$ cat src/vsb_pkg.sv
// Purpose: shared constants and types for the serial bridge.
// Assumes: 10 MHz system clock, 32-bit register bus.
// Notes: all offsets are byte addresses.
package vsb_pkg;
  localparam int unsigned CLK_HZ = 10000000; // system clock rate in hz
  localparam int unsigned CLK_NS = 100; // clock period in ns
  localparam int DIV_W = 12; // bit-period counter width
  localparam int BAUD_W = 20; // width of the stored bit rate
  // register offsets
  localparam logic [7:0] OFF_CTRL = 8'h00; // handshake mode, socket flag
  localparam logic [7:0] OFF_BAUD = 8'h04; // bit rate in bit/s
  localparam logic [7:0] OFF_STAT = 8'h08; // live status
  localparam logic [7:0] OFF_DATA_USB = 8'h0c; // usb channel data
  localparam logic [7:0] OFF_DATA_NET = 8'h10; // socket channel data
  // field positions
  localparam int CTRL_MODE_LSB = 0; // two-bit handshake mode
  localparam int CTRL_SOCK_BIT = 2; // socket channel connected
  localparam int STAT_RXFULL_BIT = 0; // input buffer holds a byte
  localparam int STAT_TXFULL_BIT = 1; // outgoing byte waiting
  localparam int STAT_TXBUSY_BIT = 2; // serializer busy
  localparam int STAT_OVR_BIT = 3; // byte lost on a full buffer, write 1 clears
  localparam int STAT_EN_BIT = 4; // level of the bridge enable pin
  localparam int STAT_RTS_BIT = 5; // level of the request-to-send pin
  localparam int STAT_PORT_LSB = 16; // socket port number field
  localparam logic [15:0] NET_PORT = 16'h1325; // socket port 4901
  // reset values
  localparam logic [BAUD_W-1:0] BAUD_RESET = 20'h1c200; // 115200 bit/s
  localparam logic [1:0] MODE_RESET = 2'h0; // handshake disabled
  localparam logic [BAUD_W-1:0] BAUD_MIN = 20'h02580; // 9600 bit/s
  localparam logic [BAUD_W-1:0] BAUD_MAX = 20'he1000; // 921600 bit/s
  // handshake modes: bit 0 drives clear-to-send, bit 1 honours request-to-send
  typedef enum logic [1:0] {
    VSB_HS_OFF = 2'h0,
    VSB_HS_RTS = 2'h1,
    VSB_HS_CTS = 2'h2,
    VSB_HS_BOTH = 2'h3
  } vsb_mode_t;
  // serial engine states, gray along idle-start-data-stop
  typedef enum logic [1:0] {
    VSB_IDLE = 2'h0,
    VSB_START = 2'h1,
    VSB_DATA = 2'h3,
    VSB_STOP = 2'h2
  } vsb_state_t;

  // clock cycles per bit for a supported rate, zero when unsupported
  function automatic logic [DIV_W-1:0] vsb_div(input logic [BAUD_W-1:0] rate);
    int unsigned r;
    r = 0;
    case (rate)
      20'h02580, 20'h04b00, 20'h09600, 20'h0e100,
      20'h1c200, 20'h38400, 20'h70800, 20'he1000: r = (CLK_HZ + rate / 2) / rate;
      default: r = 0;
    endcase
    return r[DIV_W-1:0];
  endfunction
endpackage

$ cat src/vsb_tx_if.sv
// Purpose: byte handoff from the bridge core to its serializer.
// Assumes: single clock domain.
// Notes: a byte moves on a cycle with valid and ready both high.
`timescale 1ns/1ps
interface vsb_tx_if;
  import vsb_pkg::*;
  logic valid; // byte offered
  logic ready; // serializer idle
  logic [7:0] data; // byte to send
  logic [DIV_W-1:0] div; // cycles per bit
  modport src (output valid, output data, output div, input ready);
  modport ser (input valid, input data, input div, output ready);
endinterface

$ cat src/vsb_uart_tx.sv
// Purpose: serializer for bytes toward the target.
// Assumes: div is at least 2 and stable while a character is sent.
// Notes: a character once started always runs to its stop bit.
`timescale 1ns/1ps
module vsb_uart_tx
  import vsb_pkg::*;
(
  input wire logic hclk, // system clock
  input wire logic hresetn, // async reset, active low
  vsb_tx_if.ser tx, // byte handoff
  output logic txd // serial line to the target
);
  typedef struct packed {
    vsb_state_t st; // frame position
    logic [DIV_W-1:0] cnt; // cycles left in this bit
    logic [2:0] bitn; // data bit index
    logic [7:0] shf; // bits still to send
    logic line; // registered line level
  } vsb_txs_t;

  vsb_txs_t s_reg; // current state
  vsb_txs_t s_next; // next state

  assign tx.ready = (s_reg.st == VSB_IDLE);
  assign txd = s_reg.line;

  // frame sequencer: low start, data lsb first, high stop
  always_comb begin
    s_next = s_reg;
    case (s_reg.st)
      VSB_IDLE: begin
        s_next.line = 1'b1; // idle high
        if (tx.valid) begin
          s_next.st = VSB_START;
          s_next.line = 1'b0;
          s_next.shf = tx.data;
          s_next.cnt = tx.div - 1'b1;
          s_next.bitn = 3'h0;
        end
      end
      VSB_START: begin
        if (s_reg.cnt == '0) begin
          s_next.st = VSB_DATA;
          s_next.line = s_reg.shf[0];
          s_next.shf = {1'b0, s_reg.shf[7:1]};
          s_next.cnt = tx.div - 1'b1;
        end else begin
          s_next.cnt = s_reg.cnt - 1'b1;
        end
      end
      VSB_DATA: begin
        if (s_reg.cnt != '0) begin
          s_next.cnt = s_reg.cnt - 1'b1;
        end else if (s_reg.bitn == 3'h7) begin
          s_next.st = VSB_STOP;
          s_next.line = 1'b1;
          s_next.cnt = tx.div - 1'b1;
        end else begin
          s_next.bitn = s_reg.bitn + 1'b1;
          s_next.line = s_reg.shf[0];
          s_next.shf = {1'b0, s_reg.shf[7:1]};
          s_next.cnt = tx.div - 1'b1;
        end
      end
      VSB_STOP: begin
        // byte in flight is never aborted, whatever the far end signals
        if (s_reg.cnt == '0) begin
          s_next.st = VSB_IDLE;
        end else begin
          s_next.cnt = s_reg.cnt - 1'b1;
        end
      end
      default: begin
        s_next.st = VSB_IDLE;
        s_next.line = 1'b1;
      end
    endcase
  end

  // state register
  always_ff @(posedge hclk or negedge hresetn) begin
    if (!hresetn) begin
      s_reg <= '{st: VSB_IDLE, cnt: '0, bitn: 3'h0, shf: 8'h00, line: 1'b1};
    end else begin
      s_reg <= s_next;
    end
  end
endmodule

$ cat src/vsb_bridge.sv
// Purpose: serial bridge core between a target uart and two host channels.
// Assumes: AHB-Lite single word transfers, zero wait states.
// Notes: one-byte input buffer; clear-to-send follows its fill state.
//
// Added by the designer: the AHB-Lite interface to the registers and the register addresses.
`timescale 1ns/1ps
module vsb_bridge
  import vsb_pkg::*;
(
  input wire logic hclk, // system clock, 10 mhz
  input wire logic hresetn, // async reset, active low
  input wire logic hsel, // slave select
  input wire logic [31:0] haddr, // byte address
  input wire logic [1:0] htrans, // transfer type
  input wire logic hwrite, // write when high
  input wire logic [2:0] hsize, // transfer size
  input wire logic [31:0] hwdata, // write data
  input wire logic hready, // bus ready
  output logic hreadyout, // slave ready, never stalls
  output logic [31:0] hrdata, // read data
  output logic hresp, // always okay
  input wire logic rxd, // serial data from the target
  output logic txd, // serial data to the target
  output logic cts_o, // clear-to-send level toward the target
  output logic cts_oe, // clear-to-send driven when high
  input wire logic rts_n_free, // target request-to-send, high = may send
  input wire logic vcom_en // bridge enable from the target
);
  typedef struct packed {
    logic [1:0] mode; // handshake mode
    logic sock; // socket channel connected
    logic [BAUD_W-1:0] baud; // bit rate
    logic [DIV_W-1:0] div; // cycles per bit
    vsb_state_t rx_st; // receiver position
    logic [DIV_W-1:0] rx_cnt; // cycles to next sample
    logic [2:0] rx_bit; // data bit index
    logic [7:0] rx_shf; // assembling byte
    logic [7:0] rx_buf; // input buffer
    logic rx_full; // input buffer occupied
    logic ovr; // byte lost
    logic [7:0] tx_buf; // byte waiting for the serializer
    logic tx_full; // tx_buf occupied
    logic ph_wr; // pending write data phase
    logic [7:0] ph_addr; // its address
    logic [31:0] rdata; // read data for the data phase
    logic cfg_touched; // config written since reset
  } vsb_st_t;

  localparam logic [DIV_W-1:0] DIV_RESET = vsb_div(BAUD_RESET);

  // elaboration guards: the serializer needs at least a few cycles per bit
  if (vsb_div(BAUD_MAX) < 4) begin : g_chk_fast
    $error("clock too slow for the top bit rate");
  end
  // a zero divisor would mean the slowest rate overflows the bit counter
  if (vsb_div(BAUD_MIN) == 0) begin : g_chk_slow
    $error("divider too narrow for the lowest rate");
  end

  vsb_st_t s_reg; // current state
  vsb_st_t s_next; // next state
  vsb_tx_if txl (); // link to the serializer

  logic addr_ok; // valid address phase this cycle
  logic [7:0] aoff; // word offset of the address phase
  logic [7:0] act_off; // data register of the live channel
  logic pop; // read of the live channel data register
  logic rx_store; // receiver finished a good frame
  logic hon_rts; // request-to-send honoured
  logic [31:0] stat_w; // status word

  assign addr_ok = hsel && hready && htrans[1] && (hsize == 3'h2);
  assign aoff = {haddr[7:2], 2'b00};
  assign act_off = s_reg.sock ? OFF_DATA_NET : OFF_DATA_USB;
  assign pop = addr_ok && !hwrite && (aoff == act_off) && s_reg.rx_full;
  assign hon_rts = s_reg.mode[1];
  assign rx_store = (s_reg.rx_st == VSB_STOP) && (s_reg.rx_cnt == '0) && rxd && vcom_en;

  assign hreadyout = 1'b1;
  assign hresp = 1'b0;
  assign hrdata = s_reg.rdata;
  assign cts_o = !s_reg.rx_full;
  assign cts_oe = s_reg.mode[0];
  // byte offered while enabled and, if honoured, while the target permits
  assign txl.valid = s_reg.tx_full && vcom_en && (!hon_rts || rts_n_free);
  assign txl.data = s_reg.tx_buf;
  assign txl.div = s_reg.div;

  always_comb begin
    stat_w = 32'h0000_0000;
    stat_w[STAT_RXFULL_BIT] = s_reg.rx_full;
    stat_w[STAT_TXFULL_BIT] = s_reg.tx_full;
    stat_w[STAT_TXBUSY_BIT] = !txl.ready;
    stat_w[STAT_OVR_BIT] = s_reg.ovr;
    stat_w[STAT_EN_BIT] = vcom_en;
    stat_w[STAT_RTS_BIT] = rts_n_free;
    stat_w[STAT_PORT_LSB +: 16] = NET_PORT;
  end

  // bus slave, receiver and buffers
  always_comb begin
    s_next = s_reg;
    // bus address phase: latch writes, prepare read data
    s_next.ph_wr = addr_ok && hwrite;
    s_next.ph_addr = aoff;
    if (addr_ok && !hwrite) begin
      case (aoff)
        OFF_CTRL: s_next.rdata = {29'h0, s_reg.sock, s_reg.mode};
        OFF_BAUD: s_next.rdata = {12'h000, s_reg.baud};
        OFF_STAT: s_next.rdata = stat_w;
        OFF_DATA_USB, OFF_DATA_NET: begin
          // inactive channel sees nothing
          s_next.rdata = (aoff == act_off) ? {23'h0, s_reg.rx_full, s_reg.rx_buf} : 32'h0;
        end
        default: s_next.rdata = 32'h0000_0000; // unmapped reads zero
      endcase
    end
    // data phase of a write
    if (s_reg.ph_wr) begin
      case (s_reg.ph_addr)
        OFF_CTRL: begin
          s_next.mode = hwdata[CTRL_MODE_LSB +: 2];
          s_next.sock = hwdata[CTRL_SOCK_BIT];
          s_next.cfg_touched = 1'b1;
        end
        OFF_BAUD: begin
          // unsupported rates are ignored, keeping the old one
          if (vsb_div(hwdata[BAUD_W-1:0]) != '0) begin
            s_next.baud = hwdata[BAUD_W-1:0];
            s_next.div = vsb_div(hwdata[BAUD_W-1:0]);
          end
          s_next.cfg_touched = 1'b1;
        end
        OFF_STAT: begin
          if (hwdata[STAT_OVR_BIT]) s_next.ovr = 1'b0;
        end
        OFF_DATA_USB, OFF_DATA_NET: begin
          // only the live channel may send; a full holding byte drops it
          if (s_reg.ph_addr == act_off && !s_reg.tx_full) begin
            s_next.tx_buf = hwdata[7:0];
            s_next.tx_full = 1'b1;
          end
        end
        default: begin
          s_next.cfg_touched = s_reg.cfg_touched; // writes to holes ignored
        end
      endcase
    end
    if (txl.valid && txl.ready) s_next.tx_full = 1'b0;
    if (pop) s_next.rx_full = 1'b0;
    // receiver, mid-bit sampling
    case (s_reg.rx_st)
      VSB_IDLE: begin
        if (vcom_en && !rxd) begin
          s_next.rx_st = VSB_START;
          s_next.rx_cnt = {1'b0, s_reg.div[DIV_W-1:1]};
        end
      end
      VSB_START: begin
        if (s_reg.rx_cnt != '0) begin
          s_next.rx_cnt = s_reg.rx_cnt - 1'b1;
        end else if (rxd) begin
          s_next.rx_st = VSB_IDLE; // glitch, not a start bit
        end else begin
          s_next.rx_st = VSB_DATA;
          s_next.rx_bit = 3'h0;
          s_next.rx_cnt = s_reg.div - 1'b1;
        end
      end
      VSB_DATA: begin
        if (s_reg.rx_cnt != '0) begin
          s_next.rx_cnt = s_reg.rx_cnt - 1'b1;
        end else begin
          s_next.rx_shf = {rxd, s_reg.rx_shf[7:1]};
          s_next.rx_cnt = s_reg.div - 1'b1;
          if (s_reg.rx_bit == 3'h7) s_next.rx_st = VSB_STOP;
          s_next.rx_bit = s_reg.rx_bit + 1'b1;
        end
      end
      VSB_STOP: begin
        if (s_reg.rx_cnt != '0) begin
          s_next.rx_cnt = s_reg.rx_cnt - 1'b1;
        end else begin
          s_next.rx_st = VSB_IDLE; // bad stop bit drops the byte
          // store after pop so a byte in the same cycle is not lost
          if (rx_store && (!s_reg.rx_full || pop)) begin
            s_next.rx_buf = s_reg.rx_shf;
            s_next.rx_full = 1'b1;
          end else if (rx_store) begin
            s_next.ovr = 1'b1; // set wins over a clear in this cycle
          end
        end
      end
      default: s_next.rx_st = VSB_IDLE;
    endcase
  end

  // state register
  always_ff @(posedge hclk or negedge hresetn) begin
    if (!hresetn) begin
      s_reg <= '0;
      s_reg.mode <= MODE_RESET;
      s_reg.baud <= BAUD_RESET;
      s_reg.div <= DIV_RESET;
      s_reg.rx_st <= VSB_IDLE;
    end else begin
      s_reg <= s_next;
    end
  end

  vsb_uart_tx u_tx (
    .hclk(hclk),
    .hresetn(hresetn),
    .tx(txl.ser),
    .txd(txd)
  );
endmodule

$ cat config.mk
export PLATFORM = sky130hd
export DESIGN_NAME = vsb_bridge
export DESIGN_NICKNAME = d
export VERILOG_FILES = /design/src/vsb_pkg.sv /design/src/vsb_tx_if.sv /design/src/vsb_uart_tx.sv /design/src/vsb_bridge.sv
export SDC_FILE = /design/constraint.sdc
export NUM_CORES = 1
export LEC_CHECK = 0
export ABC_AREA = 1
export BUFFER_PORTS_ARGS = -buffer_cell sky130_fd_sc_hd__buf_2
export CORE_MARGIN = 1
export CORE_UTILIZATION = 51
export CTS_CLUSTER_SIZE = 12
export DETAILED_ROUTE_END_ITERATION = 12
export PLACE_DENSITY_LB_ADDON = 0.3
export SYNTH_ARGS = -nofsm -noshare
export SYNTH_HDL_FRONTEND = slang
export SYNTH_SLANG_ARGS = --single-unit
$ cat constraint.sdc
create_clock -name hclk -period 6.85 [get_ports hclk]
set_input_delay 0 -clock hclk [delete_from_list [all_inputs] [get_ports hclk]]
set_output_delay 0 -clock hclk [all_outputs]
set_load 0.02 [all_outputs]
==> run_results.csv, run 1 <==
group,metric,value,unit
logic_synthesis,netlist_area,30500,um^2
place,placed_area,43400,um^2
status,status,"stopped before the end",
die,die_y,247,um
logic_synthesis,synth_seq_area_share,11.0,%
global_route,globalRoute.totalOverflow,4583,
place,dp.cells,7045,
logic_synthesis,synth_warnings,0,
place,dp_hpwl,81700,um
logic_synthesis,syn_area_per_cell,6.33,um^2
logic_synthesis,synth_common_cells,"nand2_1 (1188), inv_1 (620), ha_1 (463)",
logic_synthesis,synth_most_common_cell,"nand2_1",
logic_synthesis,synth_seq_cells,133,
status,haltStage,"5_1_grt",
die,chipWidth,247,um
die,row_count,89,
logic_synthesis,synth_top_area_share,19.0,%
logic_synthesis,yosysUniqueCellTypes,73,
global_route,globalRouteTotalUtil,102,%
clock_tree,htree_levels,4,
logic_synthesis,yosys.area.top_type,"ha_1",
clock_tree,cts_sinks,133,
global_route,grt_pass1_vias,72309,
clock_tree,cts_root_buf,"clkbuf_16",
die,io_pins,114,
logic_synthesis,ys.flop_type,"dfrtp_1",
logic_synthesis,synthArstFlopShare,100,%
status,tool.error,"[ERROR GRT-0116] Global routing finished with congestion. Check the congestion regions in the DRC Viewer.",
logic_synthesis,synth_edf_count,0,
place,place_congestion,0.941,
clock_tree,clockBufferDepth,2,
global_route,grt_start_max_net_pins,74,
logic_synthesis,synthCells,4819,
logic_synthesis,synth.area.top_cells,"ha_1 (19%), nand2_1 (15%), dfrtp_1 (10%)",
clock_tree,cts_inserted_buffers,17,
place,numPortBuffers,64,
die,start_util,51.7,%
global_route,grt_pass1_wl,478000,um
place,dp_slack,-67.45,ns
-- routing by layer --
metal | overflow | track usage [%]
met1 | 180 | 91.9
met2 | 3233 | 126
met3 | 140 | 85.6
met4 | 1017 | 114
met5 | 13 | 75.6
-- repair_timing --
| item | CTS |
|---|---|
| buffers inserted | 1426 |
| pin swaps | 348 |
| setup endpoints to repair | 32 |
| endpoints found under the hold margin | 76 |
| cloned | 10 |
| hold buffers | 18 |
| gates resized for setup | 338 |
-- per-stage QoR --
step,setup TNS (ns),utilization (%)
2_1_floorplan,-2176.08,-
3_3_place_gp,-2037.67,73.5
3_5_place_dp,-2157.31,73.5
4_1_cts,-2017.31,95.5
-- logic make-up after synthesis --
| group | share of synthesized area, % |
|---|---|
| AO/OA/AOI/OAI | 18.8 |
| XOR/XNOR | 10.1 |
| adder cells (fa/ha/maj) | 19.0 |
| buffers and inverters | 10.8 |
| flip-flops | 11.0 |
| other | 0.0246 |
| AND/OR/NAND/NOR | 30.4 |
==> inputs of run 2 (changes only) <==
--- a/config.mk
+++ b/config.mk
@@ -8,10 +8,9 @@
 export ABC_AREA = 1
 export BUFFER_PORTS_ARGS = -buffer_cell sky130_fd_sc_hd__buf_2
 export CORE_MARGIN = 1
-export CORE_UTILIZATION = 51
-export CTS_CLUSTER_SIZE = 12
+export CORE_UTILIZATION = 36
 export DETAILED_ROUTE_END_ITERATION = 12
-export PLACE_DENSITY_LB_ADDON = 0.3
+export PLACE_DENSITY_LB_ADDON = 0.15
 export SYNTH_ARGS = -nofsm -noshare
 export SYNTH_HDL_FRONTEND = slang
 export SYNTH_SLANG_ARGS = --single-unit
==> run_results.csv, run 2 <==
group,metric,value,unit
critical_path,critPathMaxStageDelay,0.42,ns
sta,finalWorstSetupSlack,-66.57,ns
critical_path,worst_path_dominant_cell_family,"compound AO/OA/AOI/OAI gates",
final_layout,fill_cells,7016,
sta,rsz0062_at_grt,"yes",
logic_synthesis,synthCells,4819,
final_layout,final_common_cell,"buf_4",
sta,tightest_slew,1.05,ns
logic_synthesis,synth.area.top_cells,"ha_1 (19%), nand2_1 (15%), dfrtp_1 (10%)",
final_layout,drive_gt1_share,46.5,%
global_route,grt_pass1_wl,202000,um
drt,dr.pass1.iters,6,
die,die_y,293,um
logic_synthesis,synth_most_common_cell,"nand2_1",
logic_synthesis,synth_seq_area_share,11.0,%
place,dp_hpwl,83800,um
clock_tree,cts_sinks,133,
sta,fin_crit,73.42,ns
clock_tree,insertion_delay,0.43,ns
drt,via_count,41691,
die,io_pins,114,
sta,setup_viol,32,
global_route,globalRouteTotalUtil,28.6,%
status,status,"finished with violations",
status,violations,"setup timing",
clock_tree,clockBufferDepth,2,
critical_path,worst-r2r-setup-slack,3.41,ns
final_layout,fin_cells,8433,
critical_path,cp_num_buf_inv,212,
critical_path,crit_fanout,16,
place,numPortBuffers,64,
logic_synthesis,synth_edf_count,0,
drt,wl,131000,um
global_route,grt_start_max_net_pins,78,
drt,drc,0,
logic_synthesis,synth_common_cells,"nand2_1 (1188), inv_1 (620), ha_1 (463)",
sta,drv_slew,0,
die,dieArea,85900,um^2
global_route,globalRoute.totalOverflow,0,
drt,detail_route.wl_per_cell,15.6,um
final_layout,most-common-layout-cells,"buf_4 (2445), nand2_1 (1046), inv_1 (554)",
critical_path,worst_ep_arrival_time,73.78,ns
sta,fin_worst_skew,0.0142,ns
critical_path,worstPathRequired,7.21,ns
critical_path,worst_path_most_repeated_cell,"buf_4",
drt,antenna_left,0,
drt,viasPerCell,4.94,
job,max-cap-violations,0,
place,place_congestion,0.903,
logic_synthesis,synth_seq_cells,133,
sta,timing.final.crit_share,1070,%
sta,maxSlewHeadroom,30.2,%
die,start_util,36.4,%
critical_path,endpoint_kind,"flip-flop",
die,chipWidth,293,um
final_layout,largest_reg_flops,64,
sta,whs,0.00446,ns
global_route,grt_pass1_vias,40319,
place,dp.cells,7479,
final_layout,nets,7820,
clock_tree,cts_tree,"yes",
logic_synthesis,synthArstFlopShare,100,%
sta,hold_violations,0,
critical_path,worstSetupPathType,"in2reg",
final_layout,multi_input_area,27100,um^2
clock_tree,path_clk_slew,0.06,ns
global_route,antenna_found_initial,9,
final_layout,regArea,3340,um^2
final_layout,syn2layout_area_growth,78.1,%
logic_synthesis,yosys.area.top_type,"ha_1",
die,core_area,83700,um^2
logic_synthesis,synth_warnings,0,
drt,drtIter0Drc,2223,
logic_synthesis,syn_area_per_cell,6.33,um^2
logic_synthesis,netlist_area,30500,um^2
clock_tree,htree_levels,4,
clock_tree,cts_inserted_buffers,17,
clock_tree,cts_root_buf,"clkbuf_16",
die,row_count,106,
sta,timing.fmax,0.0136,GHz
critical_path,cp-start-kind,"primary input",
logic_synthesis,ys.flop_type,"dfrtp_1",
logic_synthesis,synth_top_area_share,19.0,%
logic_synthesis,yosysUniqueCellTypes,73,
worst_hold_path,hold_path_class,"in2reg",
critical_path,worst_path_max_delay_cell,"or3_4",
## run 2: cell counts after synthesis
No cell type changed its count.
## run 2: repair_timing
item / 4_1_cts / 5_1_grt
hold buffers: 19 / 0
hold endpoints to repair: 91 / 0
gates resized for setup: 251 / 327
gates cloned: 12 / 0
buffers inserted: 735 / 154
pin swaps: 258 / 415
endpoints found under the setup margin: 32 / 32
## run 2: worst min-delay path: cells and delay by family
family | cells | cell delay (ns)
buffers and inverters | 2 | 0.25
AND/OR/NAND/NOR | 2 | 0.15
## run 2: kinds of logic (layout without fill, tap and decap cells)
| kind of cell | count (synthesis) | in the layout | synth area share [%] |
|---|---|---|---|
| AND/OR/NAND/NOR | 2072 | 2076 | 30.4 |
| AO/OA/AOI/OAI | 1003 | 1003 | 18.8 |
| flip-flops | 133 | 133 | 11.0 |
| other | 2 | 24 | 0.0246 |
| adder cells (fa/ha/maj) | 463 | 463 | 19.0 |
| XOR/XNOR | 350 | 350 | 10.1 |
| buffers and inverters | 796 | 3250 | 10.8 |
## run 2: final timing paths
| path | from | end | depth (start not counted) |
|---|---|---|---|
| max | hwdata[14] | s_reg[111] | 618 |
| min | hwdata[0] | s_reg[98] | 4 |
| max reg2reg | s_reg[72] | s_reg[66] | 9 |
| min reg2reg | s_reg[113] | s_reg[113] | 2 |
| max in group asynchronous | hresetn | hrdata[9] | 3 |
| min in group asynchronous | hresetn | u_tx.s_reg[16] | 2 |
## run 2: cell type report
class	count	share of cell area, %
diodes	6	0.0277
clock buffers	19	0.834
clock inverters	13	0.249
inverters	662	4.77
multi-input cells	3910	49.8
flip-flops and latches	133	6.15
well taps	1134	2.61
repair buffers	2551	35.4
repair inverters	5	0.0576
## run 2: through the flow
stage                     setup WS, ns  util [%]  setup TNS, ns  cell area, um^2
after global placement          -64.27      52.9       -2055.28            44300
after detailed placement        -66.31      52.9       -2120.70            44300
after global routing            -71.78      64.9       -2296.24            54300
after CTS                       -62.42      61.9       -1996.38            51800
final                           -66.57      64.9       -2129.21            54300
after floorplan                 -68.04         -       -2176.08            31800
## run 2: routing by layer
metal	vias up	wire, um	GRT usage (%)
met5	-	38	0
met4	4	5600	9.79
met3	399	6250	2.69
met2	1126	63700	51.4
met1	19225	55800	35.4
li1	20937	-	-
Power of run 2 is not shown: default switching activity piles up to over one toggle a cycle in this logic, so the estimate is an artifact.
